### src/hw/slpr_pkg.sv
package slpr_pkg;

	// ------------------------------------------------------------
	// Register access
	// ------------------------------------------------------------
	localparam int ADDR_W = 12;
	localparam int DATA_W = 8;
	localparam logic [11:0] OFS_LANE = 12'h453;
	localparam logic [11:0] OFS_OCT = 12'h454;
	localparam logic [11:0] OFS_KFR = 12'h455;
	localparam logic [11:0] OFS_CONV = 12'h456;
	localparam logic [11:0] OFS_CSRES = 12'h457;
	localparam logic [11:0] OFS_SCNP = 12'h458;
	localparam logic [11:0] OFS_VERS = 12'h459;
	localparam logic [7:0] UNMAPPED_RD = 8'h00;

	// ------------------------------------------------------------
	// Field positions
	// ------------------------------------------------------------
	localparam int SCR_BIT = 7;
	localparam int LO5_HI = 4;
	localparam int TOP3_LO = 5;
	localparam int CS_LO = 6;

	// ------------------------------------------------------------
	// Values after reset
	// ------------------------------------------------------------
	localparam logic RST_SCR = 1'b1;
	localparam logic [4:0] RST_LANE_M1 = 5'h03;
	localparam logic [7:0] RST_OCT_M1 = 8'h00;
	localparam logic [4:0] RST_K_M1 = 5'h1F;
	localparam logic [7:0] RST_CONV_M1 = 8'h01;
	localparam logic [1:0] RST_CS = 2'h0;
	localparam logic [4:0] RST_RES_M1 = 5'h0F;
	localparam logic [2:0] RST_SUBCLASS = 3'h1;
	localparam logic [4:0] RST_NP_M1 = 5'h0F;
	localparam logic [2:0] RST_VERSION = 3'h1;
	localparam logic [4:0] RST_S_M1 = 5'h00;
	localparam logic [3:0] RST_LANES = 4'h4;
	localparam logic [2:0] RST_OCTETS = 3'h1;
	localparam logic [5:0] RST_FRAMES = 6'h20;
	localparam logic [2:0] RST_CONVS = 3'h2;
	localparam logic [1:0] RST_SAMPLES = 2'h1;
	localparam logic RST_SUB_SEL = 1'b1;

	// ------------------------------------------------------------
	// Encodings
	// ------------------------------------------------------------
	localparam logic [7:0] ENC_ONE = 8'h00;
	localparam logic [7:0] ENC_TWO = 8'h01;
	localparam logic [7:0] ENC_FOUR = 8'h03;
	localparam logic [7:0] ENC_EIGHT = 8'h07;
	localparam logic [4:0] K_SIXTEEN = 5'h0F;
	localparam logic [4:0] K_THIRTY_TWO = 5'h1F;
	localparam logic [2:0] SUBCLASS_ZERO = 3'h0;
	localparam logic [2:0] SUBCLASS_ONE = 3'h1;

	// One, two or four
	function automatic logic slpr_enc_124(input logic [7:0] v);
		return (v == ENC_ONE) || (v == ENC_TWO) || (v == ENC_FOUR);
	endfunction

	// One or two
	function automatic logic slpr_enc_12(input logic [7:0] v);
		return (v == ENC_ONE) || (v == ENC_TWO);
	endfunction

endpackage

### src/hw/slpr_decode.sv
`timescale 1ns/100ps
module slpr_decode
	import slpr_pkg::*;
(
	input wire logic [4:0] lane_m1,
	input wire logic [7:0] oct_m1,
	input wire logic [4:0] k_m1,
	input wire logic [7:0] conv_m1,
	input wire logic [4:0] s_m1,
	output logic [3:0] lanes,
	output logic [2:0] octets,
	output logic [5:0] frames,
	output logic [2:0] convs,
	output logic [1:0] samples
);

	// ------------------------------------------------------------
	// Minus-one fields to counts
	// ------------------------------------------------------------
	// Stored fields are already limited to legal codes, so narrow sums suffice
	always_comb begin
		lanes = 4'(lane_m1) + 4'h1;
		octets = 3'(oct_m1) + 3'h1;
		frames = 6'(k_m1) + 6'h01;
		convs = 3'(conv_m1) + 3'h1;
		samples = 2'(s_m1) + 2'h1;
	end

endmodule

### src/hw/slpr_regs.sv
`timescale 1ns/100ps
// Contract
// - A five-bit lanes-minus-one field resets to 3 in the lane-setting register at 0x453.
// - Lane codes 0,1,3,7 mean 1,2,4,8 lanes and code 7 is taken only on a single link.
// - The octets-per-frame field resets to 0 and holds only codes 0, 1 or 3.
// - Frames per multiframe holds only 0x0F or 0x1F, resets to 0x1F, upper bits read 0.
// - Converter codes 0,1,3 mean 1,2,4 converters, 3 only on a single link, reset is 1.
// - The subclass field takes 0 or 1 and resets to subclass one.
// - The samples-per-frame field resets to 0 and holds only codes 0 or 1.
module slpr_regs
	import slpr_pkg::*;
#(
	parameter int ADDR_WIDTH = ADDR_W
)(
	input wire logic clock,
	input wire logic reset,
	input wire logic [ADDR_WIDTH-1:0] reg_addr,
	input wire logic reg_wr,
	input wire logic reg_rd,
	input wire logic [DATA_W-1:0] reg_wdata,
	output logic [DATA_W-1:0] reg_rdata,
	output logic reg_rvalid,
	input wire logic single_link,
	input wire logic octet_valid,
	output logic descramble_en,
	output logic [3:0] lane_count,
	output logic [2:0] frame_octets,
	output logic [5:0] multiframe_frames,
	output logic [2:0] converter_count,
	output logic [1:0] frame_samples,
	output logic subclass_select,
	output logic [2:0] link_standard_version,
	output logic [1:0] octet_index,
	output logic [4:0] frame_index,
	output logic frame_end,
	output logic multiframe_end
);

	generate
		if (ADDR_WIDTH < 12) begin : g_bad_addr
			$error("ADDR_WIDTH must cover the 12-bit register map");
		end
	endgenerate

	// ------------------------------------------------------------
	// Register fields
	// ------------------------------------------------------------
	logic scr_q, scr_d;
	logic [4:0] lane_m1_q, lane_m1_d;
	logic [7:0] oct_m1_q, oct_m1_d;
	logic [4:0] k_m1_q, k_m1_d;
	logic [7:0] conv_m1_q, conv_m1_d;
	logic [1:0] cs_q, cs_d;
	logic [4:0] res_m1_q, res_m1_d;
	logic [2:0] subcl_q, subcl_d;
	logic [4:0] np_m1_q, np_m1_d;
	logic [2:0] ver_q, ver_d;
	logic [4:0] s_m1_q, s_m1_d;
	logic [7:0] rdata_d;
	logic [11:0] addr;

	assign addr = reg_addr[11:0];

	always_comb begin
		scr_d = scr_q;
		lane_m1_d = lane_m1_q;
		oct_m1_d = oct_m1_q;
		k_m1_d = k_m1_q;
		conv_m1_d = conv_m1_q;
		cs_d = cs_q;
		res_m1_d = res_m1_q;
		subcl_d = subcl_q;
		np_m1_d = np_m1_q;
		ver_d = ver_q;
		s_m1_d = s_m1_q;
		if (reg_wr) begin
			case (addr)
				OFS_LANE: begin
					scr_d = reg_wdata[SCR_BIT];
					// Illegal lane codes leave the field as it was
					if (slpr_enc_124({3'h0, reg_wdata[LO5_HI:0]}) ||
					    ({3'h0, reg_wdata[LO5_HI:0]} == ENC_EIGHT && single_link)) begin
						lane_m1_d = reg_wdata[LO5_HI:0];
					end
				end
				OFS_OCT: begin
					if (slpr_enc_124(reg_wdata)) begin
						oct_m1_d = reg_wdata;
					end
				end
				OFS_KFR: begin
					if (reg_wdata[LO5_HI:0] == K_SIXTEEN || reg_wdata[LO5_HI:0] == K_THIRTY_TWO) begin
						k_m1_d = reg_wdata[LO5_HI:0];
					end
				end
				OFS_CONV: begin
					if (slpr_enc_12(reg_wdata) || (reg_wdata == ENC_FOUR && single_link)) begin
						conv_m1_d = reg_wdata;
					end
				end
				OFS_CSRES: begin
					// Stored as written; keeping them legal is software's job
					cs_d = reg_wdata[7:CS_LO];
					res_m1_d = reg_wdata[LO5_HI:0];
				end
				OFS_SCNP: begin
					if (slpr_enc_12({5'h00, reg_wdata[7:TOP3_LO]})) begin
						subcl_d = reg_wdata[7:TOP3_LO];
					end
					np_m1_d = reg_wdata[LO5_HI:0];
				end
				OFS_VERS: begin
					ver_d = reg_wdata[7:TOP3_LO];
					if (slpr_enc_12({3'h0, reg_wdata[LO5_HI:0]})) begin
						s_m1_d = reg_wdata[LO5_HI:0];
					end
				end
				default: begin
				end
			endcase
		end
		case (addr)
			OFS_LANE: rdata_d = {scr_q, 2'h0, lane_m1_q};
			OFS_OCT: rdata_d = oct_m1_q;
			OFS_KFR: rdata_d = {3'h0, k_m1_q};
			OFS_CONV: rdata_d = conv_m1_q;
			OFS_CSRES: rdata_d = {cs_q, 1'b0, res_m1_q};
			OFS_SCNP: rdata_d = {subcl_q, np_m1_q};
			OFS_VERS: rdata_d = {ver_q, s_m1_q};
			default: rdata_d = UNMAPPED_RD;
		endcase
		if (!reg_rd) begin
			rdata_d = reg_rdata;
		end
	end

	always_ff @(posedge clock) begin
		if (reset) begin
			scr_q <= RST_SCR;
			lane_m1_q <= RST_LANE_M1;
			oct_m1_q <= RST_OCT_M1;
			k_m1_q <= RST_K_M1;
			conv_m1_q <= RST_CONV_M1;
			cs_q <= RST_CS;
			res_m1_q <= RST_RES_M1;
			subcl_q <= RST_SUBCLASS;
			np_m1_q <= RST_NP_M1;
			ver_q <= RST_VERSION;
			s_m1_q <= RST_S_M1;
			reg_rdata <= UNMAPPED_RD;
			reg_rvalid <= 1'b0;
		end else begin
			scr_q <= scr_d;
			lane_m1_q <= lane_m1_d;
			oct_m1_q <= oct_m1_d;
			k_m1_q <= k_m1_d;
			conv_m1_q <= conv_m1_d;
			cs_q <= cs_d;
			res_m1_q <= res_m1_d;
			subcl_q <= subcl_d;
			np_m1_q <= np_m1_d;
			ver_q <= ver_d;
			s_m1_q <= s_m1_d;
			reg_rdata <= rdata_d;
			reg_rvalid <= reg_rd;
		end
	end

	// ------------------------------------------------------------
	// Decoded link parameters
	// ------------------------------------------------------------
	logic [3:0] lanes_c;
	logic [2:0] octets_c;
	logic [5:0] frames_c;
	logic [2:0] convs_c;
	logic [1:0] samples_c;

	slpr_decode u_decode (
		.lane_m1(lane_m1_q),
		.oct_m1(oct_m1_q),
		.k_m1(k_m1_q),
		.conv_m1(conv_m1_q),
		.s_m1(s_m1_q),
		.lanes(lanes_c),
		.octets(octets_c),
		.frames(frames_c),
		.convs(convs_c),
		.samples(samples_c)
	);

	// ------------------------------------------------------------
	// Frame and multiframe assembly position
	// ------------------------------------------------------------
	// Uses the registered counts, so a new setting takes effect one cycle late
	logic [1:0] oct_idx_d;
	logic [4:0] frm_idx_d;
	logic fend_d, mfend_d;

	always_comb begin
		oct_idx_d = octet_index;
		frm_idx_d = frame_index;
		fend_d = 1'b0;
		mfend_d = 1'b0;
		if (octet_valid) begin
			if (3'(octet_index) + 3'h1 >= frame_octets) begin
				oct_idx_d = 2'h0;
				fend_d = 1'b1;
				if (6'(frame_index) + 6'h01 >= multiframe_frames) begin
					frm_idx_d = 5'h00;
					mfend_d = 1'b1;
				end else begin
					frm_idx_d = frame_index + 5'h01;
				end
			end else begin
				oct_idx_d = octet_index + 2'h1;
			end
		end
	end

	always_ff @(posedge clock) begin
		if (reset) begin
			descramble_en <= RST_SCR;
			lane_count <= RST_LANES;
			frame_octets <= RST_OCTETS;
			multiframe_frames <= RST_FRAMES;
			converter_count <= RST_CONVS;
			frame_samples <= RST_SAMPLES;
			subclass_select <= RST_SUB_SEL;
			link_standard_version <= RST_VERSION;
			octet_index <= 2'h0;
			frame_index <= 5'h00;
			frame_end <= 1'b0;
			multiframe_end <= 1'b0;
		end else begin
			descramble_en <= scr_q;
			lane_count <= lanes_c;
			frame_octets <= octets_c;
			multiframe_frames <= frames_c;
			converter_count <= convs_c;
			frame_samples <= samples_c;
			subclass_select <= (subcl_q == SUBCLASS_ONE);
			link_standard_version <= ver_q;
			octet_index <= oct_idx_d;
			frame_index <= frm_idx_d;
			frame_end <= fend_d;
			multiframe_end <= mfend_d;
		end
	end
endmodule

### config.mk
export PLATFORM = sky130hd
export DESIGN_NAME = slpr_regs
export DESIGN_NICKNAME = d
export VERILOG_FILES = /design/src/hw/slpr_pkg.sv /design/src/hw/slpr_decode.sv /design/src/hw/slpr_regs.sv
export SDC_FILE = /design/constraint.sdc
export NUM_CORES = 1
export LEC_CHECK = 0
export ABC_CLOCK_PERIOD_IN_PS = 3600
export BUFFER_PORTS_ARGS = -buffer_cell sky130_fd_sc_hd__buf_2
export CORE_MARGIN = 5
export CORE_UTILIZATION = 60
export DETAILED_ROUTE_END_ITERATION = 8
export GPL_ROUTABILITY_DRIVEN = 0
export GPL_TIMING_DRIVEN = 1
export PLACE_DENSITY_LB_ADDON = 0.1
export SYNTH_ARGS = -nofsm -noshare
export SYNTH_HDL_FRONTEND = slang
export SYNTH_SLANG_ARGS = --single-unit
### constraint.sdc
create_clock -name clock -period 3.6 [get_ports clock]
set_input_delay 0.72 -clock clock [delete_from_list [all_inputs] [get_ports clock]]
set_output_delay 0.72 -clock clock [all_outputs]
set_load 0.05 [all_outputs]
-- Yosys cells after proc, flatten, opt, wreduce, memory -nomap -nowiden
Cells that the tools add are included.
- flip-flop bits (word level): 91
- input port bits: 26
- word-level logic and storage cells: 85
- add/subtract/negate cells: 9
- $lt $le $gt $ge: 2
- equality and inequality tests: 16
- multiplexer cells: 5
- bitwise gates (word level): 2
- reductions and logical operators: 26
- operator list (cell ; number):
    $eq 12x11->1 const B ; 7
    $pmux 8 s7 ; 1
    $reduce_and 3->1 ; 6
    $add 5x1->6 const B ; 2
    $reduce_and 2->1 ; 5
    $eq 8x1->1 const B ; 1
    $eq 8x2->1 const B ; 1
    $logic_not 8->1 ; 1
    $logic_or 1x1->1 ; 8
    $add 3x1->3 const B ; 2
    $eq 3x1->1 const B ; 2
    $ge 6x6->1 ; 1
    $add 5x1->5 const B ; 1
    $eq 5x1->1 const B ; 1
    $eq 5x2->1 const B ; 1
    $eq 5x3->1 const B ; 1
    $eq 5x4->1 const B ; 1
    $eq 5x5->1 const B ; 1
    $logic_not 5->1 ; 1
    $mux 5 ; 1
    $add 2x1->2 const B ; 2
    $add 4x1->4 const B ; 1
    $add 2x1->3 const B ; 1
    $ge 3x3->1 ; 1
    other kinds (7) ; 10

-- Depth between registers and ports, before layout
- word-level depth: 5
- depth in mapped cells: 8
- mapped depth without buffers: 8

-- Hierarchy
A second synthesis with hierarchy kept.
- cell total of the unflattened synthesis: 418
- area, all modules: 3980.1 um^2
- by module, submodules not included (module ; instances ; cells each ; area each (um^2) ; seq. area each (um^2)):
    slpr_regs ; 1 ; 395 ; 3813.7 ; 1821.7
    slpr_decode ; 1 ; 23 ; 166.4 ; 0.0

-- Worst setup path before layout
OpenSTA, ideal clock, no wires.
- kind: register -> register
- from: register frame_index[0]
- to: register frame_index[2]
- library setup time: 74 ps
- data arrival time: 2666 ps
- required time: 3526 ps
- path slack: 860 ps
- stages on the path, launching flop included: 9
- clock period less this slack: 2740 ps
- cells stage by stage: dfxtp_1 > ha_1 > nand3_1 > xnor2_1 > ha_1 > a21o_1 > a221oi_1 > nand4b_1 > a31oi_1
- cells in the longest elaborated chain, start to end: 3
- elaborated cells on any way between the ends: 4
- those cells by class: 2 x add/sub; 1 x order compare; 1 x mux
- RTL lines (item ; line ; text):
    start, declared ; slpr_regs.sv:34 ; output logic [4:0] frame_index,
    start signal, assigned ; slpr_regs.sv:244 ; frame_index <= frm_idx_d;
    $add 5x1->6 ; slpr_regs.sv:208 ; if (6'(frame_index) + 6'h01 >= multiframe_frames) begin
    $ge 6x6->1 ; slpr_regs.sv:208 ;
    $mux 5 (*) ; slpr_regs.sv:208 ;
Every way passes the cells marked *; elsewhere a longest branch is shown, timed or not.
A chain may end at the register's enable or synchronous reset.

-- Worst setup path after layout
Same ends and word-level chain as after synthesis.

==> metrics.log <==
[metrics] Post-Synthesis Cells: roughly 400
[metrics] power density over the cells: 414 mW/mm^2
[metrics] H-Tree Depth: 3
[metrics] Die Ht: 90.0 microns
[metrics] combinational group share of total power: 6.3%
[metrics] number of vias in the routed layout: between 2000 and 3000
[metrics] critical register-to-register path startpoint: frame_index[0]
[metrics] total setup violations reported at the end of the flow: 0
[metrics] number of clock buffers inserted by TritonCTS: 9
[metrics] crit share post-route: 74.4%
[metrics] Remaining Overflow, GRT: 0
[metrics] # IOs: 67
[metrics] transition at the pin with the smallest max-transition slack: 945 ps
[metrics] clock network fraction of design power: 38.4%
[metrics] Synth Warn #: 0
[metrics] run status: finished clean
[metrics] DP Wirelength: 6.25 mm
[metrics] most common cell after layout, fill and taps aside: dfxtp_1
[metrics] worst hold slack after final layout: ~450 ps
[metrics] Fin. Hold Viols: 0
[metrics] initial cell density of the core: 61.1%
[metrics] Critical path origin: frame_index[0]
[metrics] post-CTS setup repair buffer count: 0
[metrics] final sum of negative setup slack: 0 ps
[metrics] hold path startpoint: oct_m1_q[0]
[metrics] post-synthesis average cell area: between 9 and 10 sq um
[metrics] number of placement rows: 29
[metrics] die outline width: 90.0 microns
[metrics] number of antenna repair diodes: 0
[metrics] final number of max-transition violations: 0
[metrics] internal power component: 1.39 mW
[metrics] maximum clock rate: 373 MHz
[metrics] Layout Nets: approximately 490
[metrics] switching power total: 0.436 mW
[metrics] Maximum Capacitance Violations: 0
[metrics] Clock Pin Slew Worst Setup and Hold Paths: around 90 ps
[metrics] minimum clock period: approximately 2700 ps
[metrics] clock tree from TritonCTS: done
[metrics] Core ar.: 0.00628 sq mm
[metrics] leakage power: 1.88 nW
[metrics] fraction of power consumed by sequential logic: a little under three fifths
[metrics] Max Fanout on Critical Path: 8
[metrics] vias in the first global route: 2943
[metrics] total standard cell area after synthesis: ~0.0038 sq mm
[metrics] Layout area overhead: 15.3%
[metrics] Setup Skew: between 7 and 8 ps
[metrics] kind of start point of the critical path: flip-flop
[metrics] maximum number of pins on one net before global-route repair: 46
[metrics] Hold Crit Class: flip-flop to flip-flop
[metrics] Detailed Route WL: 8.28 mm
[metrics] Crit. End Element: flip-flop
[metrics] Max IR drop VDD: a little over 0.0003 V
[metrics] number of DRC markers after the initial detailed-route iteration: 160
[metrics] arrival time reported for the critical path endpoint: 2960 ps
[metrics] number of synthesized register bits: 91
[metrics] total power: 1.83 mW
[metrics] most used flip-flop cell after synthesis: dfxtp_1
[metrics] share of synthesized registers carrying an async set or reset: 0%
[metrics] WP data required: 3890 ps
[metrics] RSZ-0062 raised after global routing: no
[metrics] hold_buf cts: 0
[metrics] headroom to the max-slew limit: 37.0%
[metrics] Clock Sink Count: 91
[metrics] count of instances resized after the clock tree is built: 0
[metrics] # port buffers: 66
[metrics] net count after synthesis: 430
[metrics] largest buffer count on any clock path: 2
[metrics] GR Util All Layers: 21.3%
[metrics] share of cells above drive strength 1: 23.2%
[metrics] wire length of the first global-routing pass: 14.1 mm
[metrics] clock latency on the worst-skew pair: approximately 350 ps
[metrics] sequential-to-total area share from yosys stat: around 47%
[metrics] EDFF count, synth: 0
[metrics] switching share of power: 23.8%
[metrics] Root Buffer Master: clkbuf_8
[metrics] detailed-route wire length per cell: 15.5 microns
[metrics] Die Footprint: 0.00810 sq mm
[metrics] number of antenna violations at the first check in global routing: 0
[metrics] number of distinct library cells after synthesis: 49
[metrics] kind of critical path: flip-flop to flip-flop
[metrics] via/cell ratio: 5.59
[metrics] number of routed nets with antenna violations: 0
[metrics] most used cells in the layout excluding fill and tap cells: 91 x dfxtp_1, 66 x buf_2, 41 x nor2_1
[metrics] DRC violation count after routing: 0
[metrics] number of iterations in the first detailed-routing pass: 4
-- per-layer routing --
metal,routed length (microns),GRT usage [%],vias to the layer above
li1,-,-,1489
met1,3650,27.7,1391
met2,4010,34.8,87
met3,450,3.76,15
met4,168,9.06,0
met5,0,0,-
-- cell families (layout without fill, tap and decap cells) --
kind of cell | Yosys count | in the layout | synth area share (%)
AO/OA/AOI/OAI | 53 | 53 | 9.85
XOR/XNOR | 11 | 11 | 2.51
adder cells (fa/ha/maj) | 15 | 15 | 4.89
buffers and inverters | 29 | 96 | 2.93
flip-flops | 91 | 91 | 47.5
multiplexers | 28 | 28 | 8.44
AND/OR/NAND/NOR | 162 | 162 | 23.9
-- sequential cells by signal (all words and copies together), names as in the netlist, 2 cells and up --
register	cells
octet_index	2
res_m1_q	5
converter_count	3
frame_samples	2
s_m1_q	5
lane_m1_q	5
np_m1_q	5
k_m1_q	5
cs_q	2
ver_q	3
conv_m1_q	8
subcl_q	3
multiframe_frames	6
frame_index	5
frame_octets	3
oct_m1_q	8
link_standard_version	3
lane_count	4
reg_rdata	8
-- synthesized netlist by cell type (2+ instances only) --
library cell,instances,area [sq um]
a211o_1,13,114
a21o_1,2,15.0
a21oi_1,8,40.0
a221oi_1,2,17.5
a222oi_1,4,40.0
a31oi_1,4,25.0
and2_1,18,113
and3_1,3,18.8
buf_2,3,15.0
clkbuf_1,14,52.6
dfxtp_1,91,1820
ha_1,15,188
inv_1,11,41.3
mux2_2,5,56.3
mux2i_1,20,200
mux4_2,3,67.6
nand2_1,24,90.1
nand2b_1,9,56.3
nand3_1,14,70.1
nand3b_1,2,15.0
nand4_1,2,12.5
nand4b_1,2,17.5
nor2_1,41,154
nor2b_1,17,106
nor3_1,6,30.0
nor3b_1,4,30.0
nor4_4,2,42.5
nor4bb_1,2,20.0
o21ai_0,13,65.1
or2_2,4,25.0
or3_1,4,25.0
xnor2_1,8,70.1
xor2_1,3,26.3
-- layout make-up --
cell class / instances / area (sq um)
clock inverters: 6 / 71.3
inverters: 11 / 41.3
well taps: 77 / 96.3
multi-input cells: 269 / 1900
clock buffers: 10 / 138
fillers: 514 / 1850
flip-flops and latches: 91 / 1820
repair buffers: 69 / 353
-- critical path: stages (launching register included) --
cell and delay, ps:
dfxtp_1 420, ha_1 250, nand3_1 110, xnor2_1 210, ha_1 280, a21o_1 180, a221oi_1 810, nand4b_1 170
a31oi_1 180
-- per-stage QoR --
stage                     utilization, %  setup WS, ps  std cells  area [sq um]
after floorplan                        -           860        389          3840
after global placement              67.2           932        517          4220
after detailed placement            67.2           888        517          4220
after CTS                           70.5           909        533          4420
after global routing                70.5           617        533          4420
final                               70.5           922        533          4420
-- power groups by stage --
stage | combinational [mW] | sequential, mW | clock (mW)
finish | 0.116 | 1.01 | 0.702
global route | 0.126 | 1.01 | 0.767
CTS | 0.116 | 1.01 | 0.720
detailed placement | 0.115 | 1.04 | 0
global placement | 0.114 | 1.04 | 0
floorplan | 0.0645 | 1.05 | 0
-- worst paths after layout --
path         slack, ps               to  cells after the start
max                920   frame_index[2]                      8
min                450  frame_octets[0]                      1
max reg2reg        920   frame_index[2]                      8
min reg2reg        450  frame_octets[0]                      1
(Power assumes the default switching activity.)
